===== src/rtl/alu_pkg.sv =====
// package: opcodes, carriers and register map of the accumulator alu datapath
package alu_pkg;

   // **********
   // widths and operand ranges
   // **********
   localparam int DATA_W      = 8;
   localparam int PTR_W       = 16;
   localparam int FADDR_W     = 7;   // 128 locations in the current bank
   localparam int PLIT_W      = 6;   // signed pointer literal, -32..31
   localparam int NUM_PTR     = 2;

   // **********
   // register map (byte addresses, one word each)
   // **********
   localparam logic [7:0] ACC_OFF    = 8'h00;
   localparam logic [7:0] STATUS_OFF = 8'h04;
   localparam logic [7:0] PTR0_OFF   = 8'h08;
   localparam logic [7:0] PTR1_OFF   = 8'h0c;
   localparam logic [7:0] OPCNT_OFF  = 8'h10;

   // status register field positions
   localparam int STAT_C_BIT  = 0;
   localparam int STAT_DC_BIT = 1;
   localparam int STAT_Z_BIT  = 2;

   // reset values
   localparam logic [DATA_W-1:0] ACC_RST = 8'h00;
   localparam logic [PTR_W-1:0]  PTR_RST = 16'h0000;
   localparam logic              FLAG_RST = 1'b0;

   // bus responses
   localparam logic [1:0] RESP_OKAY   = 2'b00;
   localparam logic [1:0] RESP_SLVERR = 2'b10;

   // **********
   // operations
   // **********
   typedef enum logic [3:0] {
      OP_NONE                = 4'h0,
      OP_POINTER_ADD_LITERAL = 4'h1,
      OP_AND_IMMEDIATE_ACC   = 4'h2,
      OP_ADD_IMMEDIATE_ACC   = 4'h3,
      OP_AND_ACC_REGISTER    = 4'h4,
      OP_ADD_ACC_REGISTER    = 4'h5,
      OP_ARITH_SHIFT_RIGHT   = 4'h6,
      OP_ADD_ACC_REG_CARRY   = 4'h7,
      OP_CLEAR_REGISTER_BIT  = 4'h8
   } op_t;

   // request from the instruction decoder
   typedef struct packed {
      op_t                  op;
      logic [DATA_W-1:0]    literal;   // 8-bit immediate, low 6 bits for pointer add
      logic [FADDR_W-1:0]   file_addr;
      logic                 dest;      // 0: accumulator, 1: register
      logic [2:0]           bit_idx;
      logic                 ptr_sel;
   } op_req_t;

   // result of one byte operation
   typedef struct packed {
      logic [DATA_W-1:0] value;
      logic              carry;
      logic              digit_carry;
      logic              zero;
      logic              upd_c;
      logic              upd_dc;
      logic              upd_z;
      logic              wr_acc;
      logic              wr_reg;
   } alu_res_t;

endpackage


===== src/rtl/accumulator_alu_ops.sv =====
// accumulator alu datapath with pointer adder and axi4-lite register access
//
// Summary of operation
// - pointer add sign-extends a 6-bit literal onto a 16-bit pointer, flags untouched.
// - pointer sum wraps modulo 65536 across both bounds.
// - and-immediate ands accumulator with 8-bit literal, updates zero only.
// - add-immediate adds 8-bit literal to accumulator, updates carry, digit carry, zero.
// - and-register ands accumulator with register; dest bit picks accumulator or register.
// - add-register adds accumulator and register, updates c, dc, z; dest selects target.
// - arithmetic shift right keeps msb, bit 0 to carry, updates c and z.
// - add with carry sums accumulator, register and carry; updates c, dc, z.
// - bit clear zeroes one selected register bit, flags untouched.
`timescale 1ns/1ps
module accumulator_alu_ops #(
   parameter int NUM_PTR = alu_pkg::NUM_PTR
) (
   input  wire  logic                            clk_i,
   input  wire  logic                            sys_rst_i,
   // decoder side
   input  wire  logic                            op_valid_i,
   input  wire  alu_pkg::op_req_t                op_req_i,
   output logic [alu_pkg::FADDR_W-1:0]           mem_raddr_o,
   input  wire  logic [alu_pkg::DATA_W-1:0]      mem_rdata_i,
   output logic                                  mem_we_o,
   output logic [alu_pkg::FADDR_W-1:0]           mem_waddr_o,
   output logic [alu_pkg::DATA_W-1:0]            mem_wdata_o,
   output logic [alu_pkg::DATA_W-1:0]            acc_o,
   output logic                                  carry_flag_o,
   output logic                                  digit_carry_flag_o,
   output logic                                  zero_flag_o,
   output logic [alu_pkg::PTR_W-1:0]             indirect_pointer_o [NUM_PTR],
   // axi4-lite slave
   input  wire  logic [7:0]                      s_axi_awaddr,
   input  wire  logic                            s_axi_awvalid,
   output logic                                  s_axi_awready,
   input  wire  logic [31:0]                     s_axi_wdata,
   input  wire  logic [3:0]                      s_axi_wstrb,
   input  wire  logic                            s_axi_wvalid,
   output logic                                  s_axi_wready,
   output logic [1:0]                            s_axi_bresp,
   output logic                                  s_axi_bvalid,
   input  wire  logic                            s_axi_bready,
   input  wire  logic [7:0]                      s_axi_araddr,
   input  wire  logic                            s_axi_arvalid,
   output logic                                  s_axi_arready,
   output logic [31:0]                           s_axi_rdata,
   output logic [1:0]                            s_axi_rresp,
   output logic                                  s_axi_rvalid,
   input  wire  logic                            s_axi_rready
);

   // **********
   // state
   // **********
   logic [7:0]  acc_q;
   logic        c_q, dc_q, z_q;
   logic [15:0] ptr_q [NUM_PTR];
   logic [15:0] opcnt_q;
   logic        mem_we_q;
   logic [6:0]  mem_waddr_q;
   logic [7:0]  mem_wdata_q;
   alu_pkg::alu_res_t res;
   logic        op_go;
   logic        ptr_op;
   logic [15:0] ptr_ext;

   // axi write/read bookkeeping
   logic        aw_full_q, w_full_q, bvalid_q, rvalid_q;
   logic [7:0]  awaddr_q;
   logic [31:0] wdata_q;
   logic [3:0]  wstrb_q;
   logic [1:0]  bresp_q, rresp_q;
   logic [31:0] rdata_q;
   logic        bus_wr;

   // **********
   // operation decode
   // **********
   // the register is read in the issue cycle through the file address
   assign mem_raddr_o = op_req_i.file_addr;
   assign op_go       = op_valid_i && (op_req_i.op != alu_pkg::OP_NONE);
   assign ptr_op      = op_valid_i && (op_req_i.op == alu_pkg::OP_POINTER_ADD_LITERAL);
   // 6-bit literal sign-extended to pointer width
   assign ptr_ext     = {{10{op_req_i.literal[5]}}, op_req_i.literal[5:0]};

   alu_byte_unit u_byte (
      .req_i   (op_req_i),
      .acc_i   (acc_q),
      .reg_i   (mem_rdata_i),
      .carry_i (c_q),
      .res_o   (res)
   );

   assign bus_wr = aw_full_q && w_full_q && !bvalid_q;

   // **********
   // accumulator: an issued operation wins over a bus write
   // **********
   always_ff @(posedge clk_i) begin
      if (sys_rst_i) begin
         acc_q <= alu_pkg::ACC_RST;
      end else if (op_valid_i && res.wr_acc) begin
         acc_q <= res.value;
      end else if (bus_wr && awaddr_q == alu_pkg::ACC_OFF && wstrb_q[0]) begin
         acc_q <= wdata_q[7:0];
      end
   end

   // **********
   // status flags: an operation updates only those it names; a status bus write loads all three
   // **********
   always_ff @(posedge clk_i) begin
      if (sys_rst_i) begin
         c_q  <= alu_pkg::FLAG_RST;
         dc_q <= alu_pkg::FLAG_RST;
         z_q  <= alu_pkg::FLAG_RST;
      end else if (op_go && !ptr_op) begin
         if (res.upd_c) begin
            c_q <= res.carry;
         end
         if (res.upd_dc) begin
            dc_q <= res.digit_carry;
         end
         if (res.upd_z) begin
            z_q <= res.zero;
         end
      end else if (bus_wr && awaddr_q == alu_pkg::STATUS_OFF && wstrb_q[0]) begin
         c_q  <= wdata_q[alu_pkg::STAT_C_BIT];
         dc_q <= wdata_q[alu_pkg::STAT_DC_BIT];
         z_q  <= wdata_q[alu_pkg::STAT_Z_BIT];
      end
   end

   // **********
   // indirect pointers
   // **********
   // 16-bit sum drops the carry, so both bounds wrap naturally
   for (genvar i = 0; i < NUM_PTR; i++) begin : g_ptr
      always_ff @(posedge clk_i) begin
         if (sys_rst_i) begin
            ptr_q[i] <= alu_pkg::PTR_RST;
         end else if (ptr_op && op_req_i.ptr_sel == 1'(i)) begin
            ptr_q[i] <= ptr_q[i] + ptr_ext;
         end else if (bus_wr && awaddr_q == (alu_pkg::PTR0_OFF + 8'(4 * i))) begin
            if (wstrb_q[0]) begin
               ptr_q[i][7:0] <= wdata_q[7:0];
            end
            if (wstrb_q[1]) begin
               ptr_q[i][15:8] <= wdata_q[15:8];
            end
         end
      end
      assign indirect_pointer_o[i] = ptr_q[i];
   end

   // **********
   // data memory write-back, one cycle after issue
   // **********
   always_ff @(posedge clk_i) begin
      if (sys_rst_i) begin
         mem_we_q    <= 1'b0;
         mem_waddr_q <= 7'h00;
         mem_wdata_q <= 8'h00;
      end else begin
         mem_we_q <= op_valid_i && res.wr_reg;
         if (op_valid_i && res.wr_reg) begin
            mem_waddr_q <= op_req_i.file_addr;
            mem_wdata_q <= res.value;
         end
      end
   end

   // completed operation counter, visible to software
   always_ff @(posedge clk_i) begin
      if (sys_rst_i) begin
         opcnt_q <= 16'h0000;
      end else if (op_go) begin
         opcnt_q <= opcnt_q + 16'h0001;
      end
   end

   // **********
   // axi4-lite write channel
   // **********
   // address and data are caught separately, in either order
   always_ff @(posedge clk_i) begin
      if (sys_rst_i) begin
         aw_full_q <= 1'b0;
         w_full_q  <= 1'b0;
         awaddr_q  <= 8'h00;
         wdata_q   <= 32'h0000_0000;
         wstrb_q   <= 4'h0;
      end else begin
         if (s_axi_awvalid && s_axi_awready) begin
            aw_full_q <= 1'b1;
            awaddr_q  <= s_axi_awaddr;
         end else if (bus_wr) begin
            aw_full_q <= 1'b0;
         end
         if (s_axi_wvalid && s_axi_wready) begin
            w_full_q <= 1'b1;
            wdata_q  <= s_axi_wdata;
            wstrb_q  <= s_axi_wstrb;
         end else if (bus_wr) begin
            w_full_q <= 1'b0;
         end
      end
   end

   // write response; the op counter is read only and answers slverr
   always_ff @(posedge clk_i) begin
      if (sys_rst_i) begin
         bvalid_q <= 1'b0;
         bresp_q  <= alu_pkg::RESP_OKAY;
      end else if (bus_wr) begin
         bvalid_q <= 1'b1;
         unique case (awaddr_q)
            alu_pkg::ACC_OFF, alu_pkg::STATUS_OFF,
            alu_pkg::PTR0_OFF, alu_pkg::PTR1_OFF: bresp_q <= alu_pkg::RESP_OKAY;
            default:                             bresp_q <= alu_pkg::RESP_SLVERR;
         endcase
      end else if (s_axi_bready) begin
         bvalid_q <= 1'b0;
      end
   end

   // **********
   // axi4-lite read channel
   // **********
   always_ff @(posedge clk_i) begin
      if (sys_rst_i) begin
         rvalid_q <= 1'b0;
         rdata_q  <= 32'h0000_0000;
         rresp_q  <= alu_pkg::RESP_OKAY;
      end else if (s_axi_arvalid && s_axi_arready) begin
         rvalid_q <= 1'b1;
         rresp_q  <= alu_pkg::RESP_OKAY;
         unique case (s_axi_araddr)
            alu_pkg::ACC_OFF:    rdata_q <= {24'h000000, acc_q};
            alu_pkg::STATUS_OFF: rdata_q <= {29'h0, z_q, dc_q, c_q};
            alu_pkg::PTR0_OFF:   rdata_q <= {16'h0000, ptr_q[0]};
            alu_pkg::PTR1_OFF:   rdata_q <= {16'h0000, ptr_q[NUM_PTR-1]};
            alu_pkg::OPCNT_OFF:  rdata_q <= {16'h0000, opcnt_q};
            default: begin
               rdata_q <= 32'h0000_0000;
               rresp_q <= alu_pkg::RESP_SLVERR;
            end
         endcase
      end else if (s_axi_rready) begin
         rvalid_q <= 1'b0;
      end
   end

   // **********
   // outputs
   // **********
   assign s_axi_awready      = !aw_full_q;
   assign s_axi_wready       = !w_full_q;
   assign s_axi_bvalid       = bvalid_q;
   assign s_axi_bresp        = bresp_q;
   assign s_axi_arready      = !rvalid_q;
   assign s_axi_rvalid       = rvalid_q;
   assign s_axi_rdata        = rdata_q;
   assign s_axi_rresp        = rresp_q;
   assign mem_we_o           = mem_we_q;
   assign mem_waddr_o        = mem_waddr_q;
   assign mem_wdata_o        = mem_wdata_q;
   assign acc_o              = acc_q;
   assign carry_flag_o       = c_q;
   assign digit_carry_flag_o = dc_q;
   assign zero_flag_o        = z_q;

endmodule


===== src/rtl/alu_byte_unit.sv =====
// combinational byte arithmetic for the accumulator and register operations
`timescale 1ns/1ps
module alu_byte_unit (
   input  wire alu_pkg::op_req_t  req_i,
   input  wire logic [7:0]        acc_i,
   input  wire logic [7:0]        reg_i,
   input  wire logic              carry_i,
   output alu_pkg::alu_res_t      res_o
);

   // **********
   // shared adder
   // **********
   logic [7:0] add_b;
   logic       add_cin;
   logic [8:0] sum9;
   logic [4:0] sum5;

   // one adder serves the three additions; operand b is literal or register
   always_comb begin
      add_b   = (req_i.op == alu_pkg::OP_ADD_IMMEDIATE_ACC) ? req_i.literal : reg_i;
      add_cin = (req_i.op == alu_pkg::OP_ADD_ACC_REG_CARRY) ? carry_i : 1'b0;
      sum9    = {1'b0, acc_i} + {1'b0, add_b} + {8'h00, add_cin};
      sum5    = {1'b0, acc_i[3:0]} + {1'b0, add_b[3:0]} + {4'h0, add_cin};
   end

   // **********
   // result selection
   // **********
   always_comb begin
      res_o             = '0;
      res_o.carry       = sum9[8];
      res_o.digit_carry = sum5[4];
      unique case (req_i.op)
         alu_pkg::OP_AND_IMMEDIATE_ACC: begin
            res_o.value  = acc_i & req_i.literal;
            res_o.upd_z  = 1'b1;
            res_o.wr_acc = 1'b1;
         end
         alu_pkg::OP_ADD_IMMEDIATE_ACC: begin
            res_o.value  = sum9[7:0];
            res_o.upd_c  = 1'b1;
            res_o.upd_dc = 1'b1;
            res_o.upd_z  = 1'b1;
            res_o.wr_acc = 1'b1;
         end
         alu_pkg::OP_AND_ACC_REGISTER: begin
            res_o.value  = acc_i & reg_i;
            res_o.upd_z  = 1'b1;
            res_o.wr_acc = ~req_i.dest;
            res_o.wr_reg = req_i.dest;
         end
         alu_pkg::OP_ADD_ACC_REGISTER,
         alu_pkg::OP_ADD_ACC_REG_CARRY: begin
            res_o.value  = sum9[7:0];
            res_o.upd_c  = 1'b1;
            res_o.upd_dc = 1'b1;
            res_o.upd_z  = 1'b1;
            res_o.wr_acc = ~req_i.dest;
            res_o.wr_reg = req_i.dest;
         end
         alu_pkg::OP_ARITH_SHIFT_RIGHT: begin
            res_o.value  = {reg_i[7], reg_i[7:1]};
            res_o.carry  = reg_i[0];
            res_o.upd_c  = 1'b1;
            res_o.upd_z  = 1'b1;
            res_o.wr_acc = ~req_i.dest;
            res_o.wr_reg = req_i.dest;
         end
         alu_pkg::OP_CLEAR_REGISTER_BIT: begin
            // flags untouched, only the chosen bit drops
            res_o.value  = reg_i & ~(8'h01 << req_i.bit_idx);
            res_o.wr_reg = 1'b1;
         end
         default: begin
            res_o.value = 8'h00;
         end
      endcase
      res_o.zero = (res_o.value == 8'h00);
   end

endmodule


===== config.mk =====
export PLATFORM = sky130hd
export DESIGN_NAME = accumulator_alu_ops
export DESIGN_NICKNAME = d
export VERILOG_FILES = /design/src/rtl/alu_pkg.sv /design/src/rtl/accumulator_alu_ops.sv /design/src/rtl/alu_byte_unit.sv
export SDC_FILE = /design/constraint.sdc
export NUM_CORES = 1
export LEC_CHECK = 0
export BUFFER_PORTS_ARGS = -buffer_cell sky130_fd_sc_hd__buf_2
export CAP_MARGIN = 10
export CORE_ASPECT_RATIO = 0.75
export CORE_MARGIN = 1
export CORE_UTILIZATION = 49
export CTS_CLUSTER_SIZE = 28
export DETAILED_ROUTE_END_ITERATION = 12
export PLACE_DENSITY = 0.88
export SYNTH_ARGS = -nofsm -noshare
export SYNTH_HDL_FRONTEND = slang
export SYNTH_SLANG_ARGS = --single-unit

===== constraint.sdc =====
create_clock -name clk_i -period 4.3 [get_ports clk_i]
set_input_delay 1.29 -clock clk_i [delete_from_list [all_inputs] [get_ports clk_i]]
set_output_delay 1.29 -clock clk_i [all_outputs]
set_load 0.1 [all_outputs]

==> results of run 1 <==
-- per-stage QoR --
stage	power, W	util (%)	instance area, µm²	instances	hold slack (ns)
after CTS	0.00348	60.3	9230	1253	0.482
after detailed placement	0.00210	56.5	8660	1221	0.473
after floorplan	0.00193	-	7820	897	0.446
after global routing	0.00360	60.3	9230	1253	0.509
after global placement	0.00208	56.5	8660	1221	0.464
final	0.00350	60.3	9230	1253	0.483
-- power by group --
group	switching (W)	internal [W]
Clock	0.000626	0.000772
Combinational	0.000593	0.000215
Sequential	0.0000572	0.00123
Total	0.00128	0.00222
-- sequential cells by signal, indices dropped and copies added (netlist names), 2 cells and up --
name and flops:
mem_waddr_o 7, mem_wdata_o 8, wstrb_q 2, wdata_q 16, opcnt_q 16, ptr_q 32, s_axi_rdata 16, awaddr_q 8
acc_o 8
-- cell usage after synthesis, types with 3 or more instances --
library cell,instances
a31oi_1,6
and3_1,9
o21a_1,6
a21o_1,10
fa_1,4
buf_4,27
xnor2_1,19
edfxtp_1,32
nand4_1,7
a22oi_1,18
clkbuf_1,24
o22ai_1,5
nand2b_1,6
buf_1,3
o21ai_0,46
a21oi_1,66
ha_1,38
buf_2,7
dfxtp_1,91
and2_1,5
or3_1,6
a22o_1,19
o21ai_1,5
nor2_1,99
inv_1,20
nand3_1,15
and4_1,3
a211oi_1,30
mux2_2,11
nor2b_1,18
xor2_1,21
a41oi_1,3
a32oi_1,4
or2_2,4
mux2i_1,34
a222oi_1,3
nor3_2,5
nand2_1,82
o21bai_1,4
nor3_1,20
-- routing by layer --
metal,vias up,GRT usage [%],wire length [µm]
met5,-,0,0
met4,0,11.7,831
met3,83,6.87,2710
met2,467,42.1,10100
met1,3438,39.2,9770
li1,3504,-,-
-- logic make-up (layout without fill, tap and decap cells) --
family / after synthesis / in the layout / synth area share [%]
AND/OR/NAND/NOR: 294 / 294 / 18.5
AO/OA/AOI/OAI: 249 / 249 / 21.7
flip-flops: 123 / 123 / 36.0
buffers and inverters: 86 / 237 / 6.06
multiplexers: 45 / 45 / 6.00
adder cells (fa/ha/maj): 42 / 42 / 7.18
XOR/XNOR: 40 / 40 / 4.53
other: 1 / 18 / 0.0485
-- final timing paths --
path | depth (start not counted) | slack (ns) | end
max | 15 | 0.41 | zero_flag_o$_SDFFE_PP0P_
min | 2 | 0.48 | wdata_q[15]$_SDFFE_PP0P_
max reg2reg | 10 | 1.02 | ptr_q[0][14]$_DFFE_PP_
min reg2reg | 2 | 0.48 | wdata_q[15]$_SDFFE_PP0P_
-- layout make-up --
type	instances	area (µm²)	area share, %
Tap cell	205	256	2.78
Clock buffer	17	425	4.61
Multi-Input combinational cell	688	4570	49.5
Timing Repair Buffer	184	978	10.6
Sequential cell	123	2780	30.1
Inverter	21	78.8	0.854
Clock inverter	15	145	1.57
-- critical path: cells and delay by family --
kind	cells	cell delay [ns]
compound gates	3	0.64
fa+ha+maj	2	0.60
buf+inv	2	0.17
mux	1	0.33
simple gates	7	1.21
==> out/qor.yml, run 1 <==
status: "finished clean"
rows: 39
hold_buffers: 0
synth_area_um2: 7740
drt.antenna.violating_nets: 0
yosys_warnings: 0
peakVddDrop_v: 0.000311
grt_pass1_wl_mm: 36.1
grt-ovfl-total: 0
pwr_density_cell_nw_per_um2: 379
die_h_um: 111
fill_cells: 1310
rsz0062_at_grt: "false"
worstMarginPinSlew_ns: 1.19
fmax_ghz: 0.257
antenna_found_initial: 0
final_max_slew_viol_count: 0
maxCapViolCount: 0
grt_pass1_vias: 6882
final_cell_mix: "buf_2 (161), nor2_1 (99), dfxtp_1 (91)"
cts_tree: "built"
clock_path_buffers: 2
synth_area_leaders: "dfxtp_1 (24%), edfxtp_1 (12%), ha_1 (6.1%), nor2_1 (4.8%), mux2i_1 (4.4%)"
clock_latency_ns: 0.43
required_ns: 4.64
cpPeakStageDelay_ns: 0.48
synthDominantCellAreaShare_pct: 23.5
critical_path.slowest_cell: "or3b_2"
dr.pass1.iters: 6
place.gp.congestion: 0.929
fin_nets: 1169
pre_cts_slack_ns: 0.00477
syn_to_final_growth_pct: 19.3
drtIter0Drc: 845
routed_wl_mm: 23.5
diodes: 0
viasPerCell: 5.98
drcViolationCount: 0
grt_max_degree: 69
startpoint_type: "primary input"
die_x_um: 147
relSlewSlack_pct: 19.8
ys_seq_elements: 123
yosysTopAreaCell: "dfxtp_1"
gr-usage-all-layers_pct: 28.3
synthCells: 880
end_kind: "flop"
postCtsSetupRepairBufs: 0
crit_fanout: 3
ys_seq_area_share_pct: 36.0
setup_viol_count_final: 0
post_drt_wl_per_cell_um: 18.7
finalHoldViolCount: 0
synthArstFlopShare_pct: 0
crit_type: "primary input to flop"
holdCritPathClass: "flop to flop"
worstPathCellList: "buf_2, nand2_1, nor3_4, mux2_4, fa_2, inv_1, fa_1, nor2b_1, o21ai_0, or3b_2, a21oi_2, nand4_1, nor3_2, nand4_1, a311oi_2"
initial_core_util_pct: 50.5
finalClockSkew_ns: 0.0108
worstSetupStartpoint: "op_req_i[21]"
cts_root_buf: "clkbuf_16"
cts.sinks: 123
cts.clk_slew.worst_paths_ns: 0.06
fin_crit_sh_pct: 90.4
hold_path_startpoint: "wdata_q[15]$_SDFFE_PP0P_"
die_area_um2: 16300
final_common_cell: "buf_2"
design.core.area_um2: 15300
cp_data_arrival_time_ns: 4.22
synth_cell_types: 76
cts_max_level: 4
setup_slack_ns: 0.413
finalSetupTns_ns: 0
io_buffers: 162
period_needed_ns: 3.89
cts_made_buffers: 17
num_vias: 7492
leakage_nw: 3.94
cts.repair.resized: 0
synth_edf_count: 32
drive_gt1_share_pct: 24.2
synth_ff_type: "dfxtp_1"
dpl.hpwl_mm: 17.1
crit_top_cell: "nand4_1"
num_io_pins: 199
avgSynthCellArea_um2: 8.79
worstReg2RegStart: "ptr_q[0][0]$_DFFE_PP_"
(Power assumes the default switching activity.)
==> run 2: changes to the inputs <==
CORE_UTILIZATION = 58   (was 49)
PLACE_DENSITY = 0.95   (was 0.88)
clock period = 5 ns   (was 4.3 ns; I/O delays follow)
==> run 2 against run 1 <==
Sequential cell count unchanged. Sequential share of layout area up 0.22 points. Global-route usage up 6.2 points. Largest power group unchanged. Clock skew down 0.0050 ns. Critical path type unchanged.
==> out/qor.yml, run 2 (synthesized netlist as in run 1, its figures left out) <==
rsz0062_at_grt: "false"  # unchanged
cts.repair.resized: 0  # unchanged
setup_viol_count_final: 0  # unchanged
cts_max_level: 4  # unchanged
finalClockSkew_ns: 0.00577  # was 0.0108 ns
finalHoldViolCount: 0  # unchanged
cts.sinks: 123  # unchanged
diodes: 0  # unchanged
worstPathCellList: "buf_2, nand2_1, nor3_2, mux2_2, fa_1, inv_1, fa_1, nor2b_1, o21ai_0, or3b_2, a21oi_2, nand4_1, nor3_2, nand4_1, a311oi_2"  # was buf_2, nand2_1, nor3_4, mux2_4, fa_2, inv_1, fa_1, nor2b_1, o21ai_0, or3b_2, a21oi_2, nand4_1, nor3_2, nand4_1, a311oi_2
final_max_slew_viol_count: 0  # unchanged
num_io_pins: 199  # unchanged
gr-usage-all-layers_pct: 34.6  # was 28.3%
drive_gt1_share_pct: 23.5  # was 24.2%
design.core.area_um2: 13000  # was 15300 µm²
critical_path_depth: 15  # unchanged
cts_root_buf: "clkbuf_16"  # unchanged
pwr-share-clk_pct: 42.0  # was 40.0%
post_drt_wl_per_cell_um: 19.9  # was 18.7 µm
power_w: 0.00312  # was 0.00350 W
final_cell_mix: "buf_2 (161), nor2_1 (99), dfxtp_1 (91)"  # unchanged
holdCritPathClass: "flop to flop"  # unchanged
drcViolationCount: 0  # unchanged
grt-ovfl-total: 0  # unchanged
clock_latency_ns: 0.43  # about the same
cp.buffers_inverters: 2  # unchanged
critical_path.slowest_cell: "or3b_2"  # unchanged
crit_type: "primary input to flop"  # unchanged
antenna_found_initial: 0  # unchanged
drtIter0Drc: 1112  # was 845
final_cell_area_um2: 9170  # was 9230 µm²
peakVddDrop_v: 0.000274  # was 0.000311 V
place_area_um2: 8540  # was 8660 µm²
cts_made_buffers: 17  # unchanged
swShare_pct: 34.6  # was 36.5%
postCtsSetupRepairBufs: 0  # unchanged
die_area_um2: 13800  # was 16300 µm²
comb_power_share_pct: 22.4  # was 23.1%
cp_data_arrival_time_ns: 4.77  # was 4.22 ns
cp_top_family: "simple AND/OR/NAND/NOR gates"  # unchanged
cpPeakStageDelay_ns: 0.52  # was 0.48 ns
dpl.hpwl_mm: 16.7  # was 17.1 mm
worstMarginPinSlew_ns: 1.11  # was 1.19 ns
grt_pass1_vias: 7028  # was 6882
rows: 36  # was 39
relSlewSlack_pct: 25.5  # was 19.8%
drt.antenna.violating_nets: 0  # unchanged
grt_pass1_wl_mm: 36.1  # about the same
startpoint_type: "primary input"  # unchanged
fin_nets: 1160  # was 1169
dr.pass1.iters: 6  # unchanged
grt_max_degree: 69  # unchanged
syn_to_final_growth_pct: 18.4  # was 19.3%
crit_fanout: 11  # was 3
power_switching_w: 0.00108  # was 0.00128 W
finalSetupTns_ns: 0  # unchanged
rr_worst_depth: 10  # unchanged
period_needed_ns: 4.43
io_buffers: 162  # unchanged
cts.clk_slew.worst_paths_ns: 0.06  # about the same
p_seq_share_pct: 35.6  # was 36.9%
initial_core_util_pct: 59.4  # was 50.5%
pwr_density_cell_nw_per_um2: 341  # was 379 nW/µm²
regMostFlops: "ptr_q"  # unchanged
num_vias: 7759  # was 7492
viasPerCell: 6.41  # was 5.98
largest_reg_flops: 32  # unchanged
worst_hold_slack_ns: 0.490  # was 0.483 ns
end_kind: "flop"  # unchanged
maxCapViolCount: 0  # unchanged
place.gp.congestion: 0.981  # was 0.929
routed_wl_mm: 24.1  # was 23.5 mm
cts_tree: "built"  # unchanged
leakage_nw: 3.92  # was 3.94 nW
fmax_ghz: 0.226
status: "finished clean"  # unchanged
clock_path_buffers: 2  # unchanged
final_common_cell: "buf_2"  # unchanged
hold_buffers: 0  # unchanged
fin_crit_sh_pct: 88.6
die_h_um: 102  # was 111 µm
p_int_w: 0.00204  # was 0.00222 W
die_x_um: 135  # was 147 µm
whs_path_depth: 2  # unchanged
required_ns: 5.34  # was 4.64 ns
-- run 2: cell types whose count changed in the layout (fill, tap and decap cells not counted), moves of 3 or more --
| cell | delta |
|---|---|
| clkinv_4 | +3 |
| inv_8 | -5 |
| buf_4 | -9 |
| bufinv_16 | +3 |
-- run 2: tightest hold or removal path: cells and delay by family, from the launching register on --
family	cells	cell delay, ns
DFF	1	0.32
and+or+nand+nor	1	0.07
muxes	1	0.07
-- run 2: power groups by stage --
stage / sequential [W] / combinational [W] / clock [W]
after global routing: 0.00111 / 0.000732 / 0.00137
after global placement: 0.00112 / 0.000654 / 0
after CTS: 0.00111 / 0.000685 / 0.00132
final: 0.00111 / 0.000698 / 0.00131
after floorplan: 0.00127 / 0.000387 / 0
after detailed placement: 0.00113 / 0.000674 / 0
-- run 2: cell type report --
class | count | area [µm²]
clock inverters | 15 | 200
multi-input cells | 688 | 4550
flip-flops and latches | 123 | 2780
inverters | 21 | 78.8
fillers | 948 | 3850
repair buffers | 175 | 911
well taps | 171 | 214
clock buffers | 17 | 425
-- run 2: worst paths after layout --
kind                                                   from                     endpoint  slack, ns
worst max-delay path                           op_req_i[21]     zero_flag_o$_SDFFE_PP0P_       0.57
worst min-delay path            mem_waddr_o[4]$_SDFFE_PP0P_  mem_waddr_o[4]$_SDFFE_PP0P_       0.49
worst max register to register        ptr_q[0][0]$_DFFE_PP_       ptr_q[0][14]$_DFFE_PP_       1.85
worst min register to register  mem_waddr_o[4]$_SDFFE_PP0P_  mem_waddr_o[4]$_SDFFE_PP0P_       0.49
-- run 2: per-layer routing --
| metal | wire [µm] | vias up | track usage [%] |
|---|---|---|---|
| met2 | 10200 | 611 | 52.7 |
| met4 | 1420 | 0 | 20.7 |
| met1 | 9010 | 3503 | 43.3 |
| met5 | 0 | - | 0 |
| met3 | 3400 | 164 | 10.9 |
| li1 | - | 3481 | - |
-- run 2: metrics by stage --
step	worst slack (ns)	cells	utilization, %
final	0.569	1210	70.4
after floorplan	0.355	897	-
after global routing	0.390	1210	70.4
after detailed placement	0.302	1178	65.6
after global placement	0.408	1178	65.6
after CTS	0.658	1210	70.4
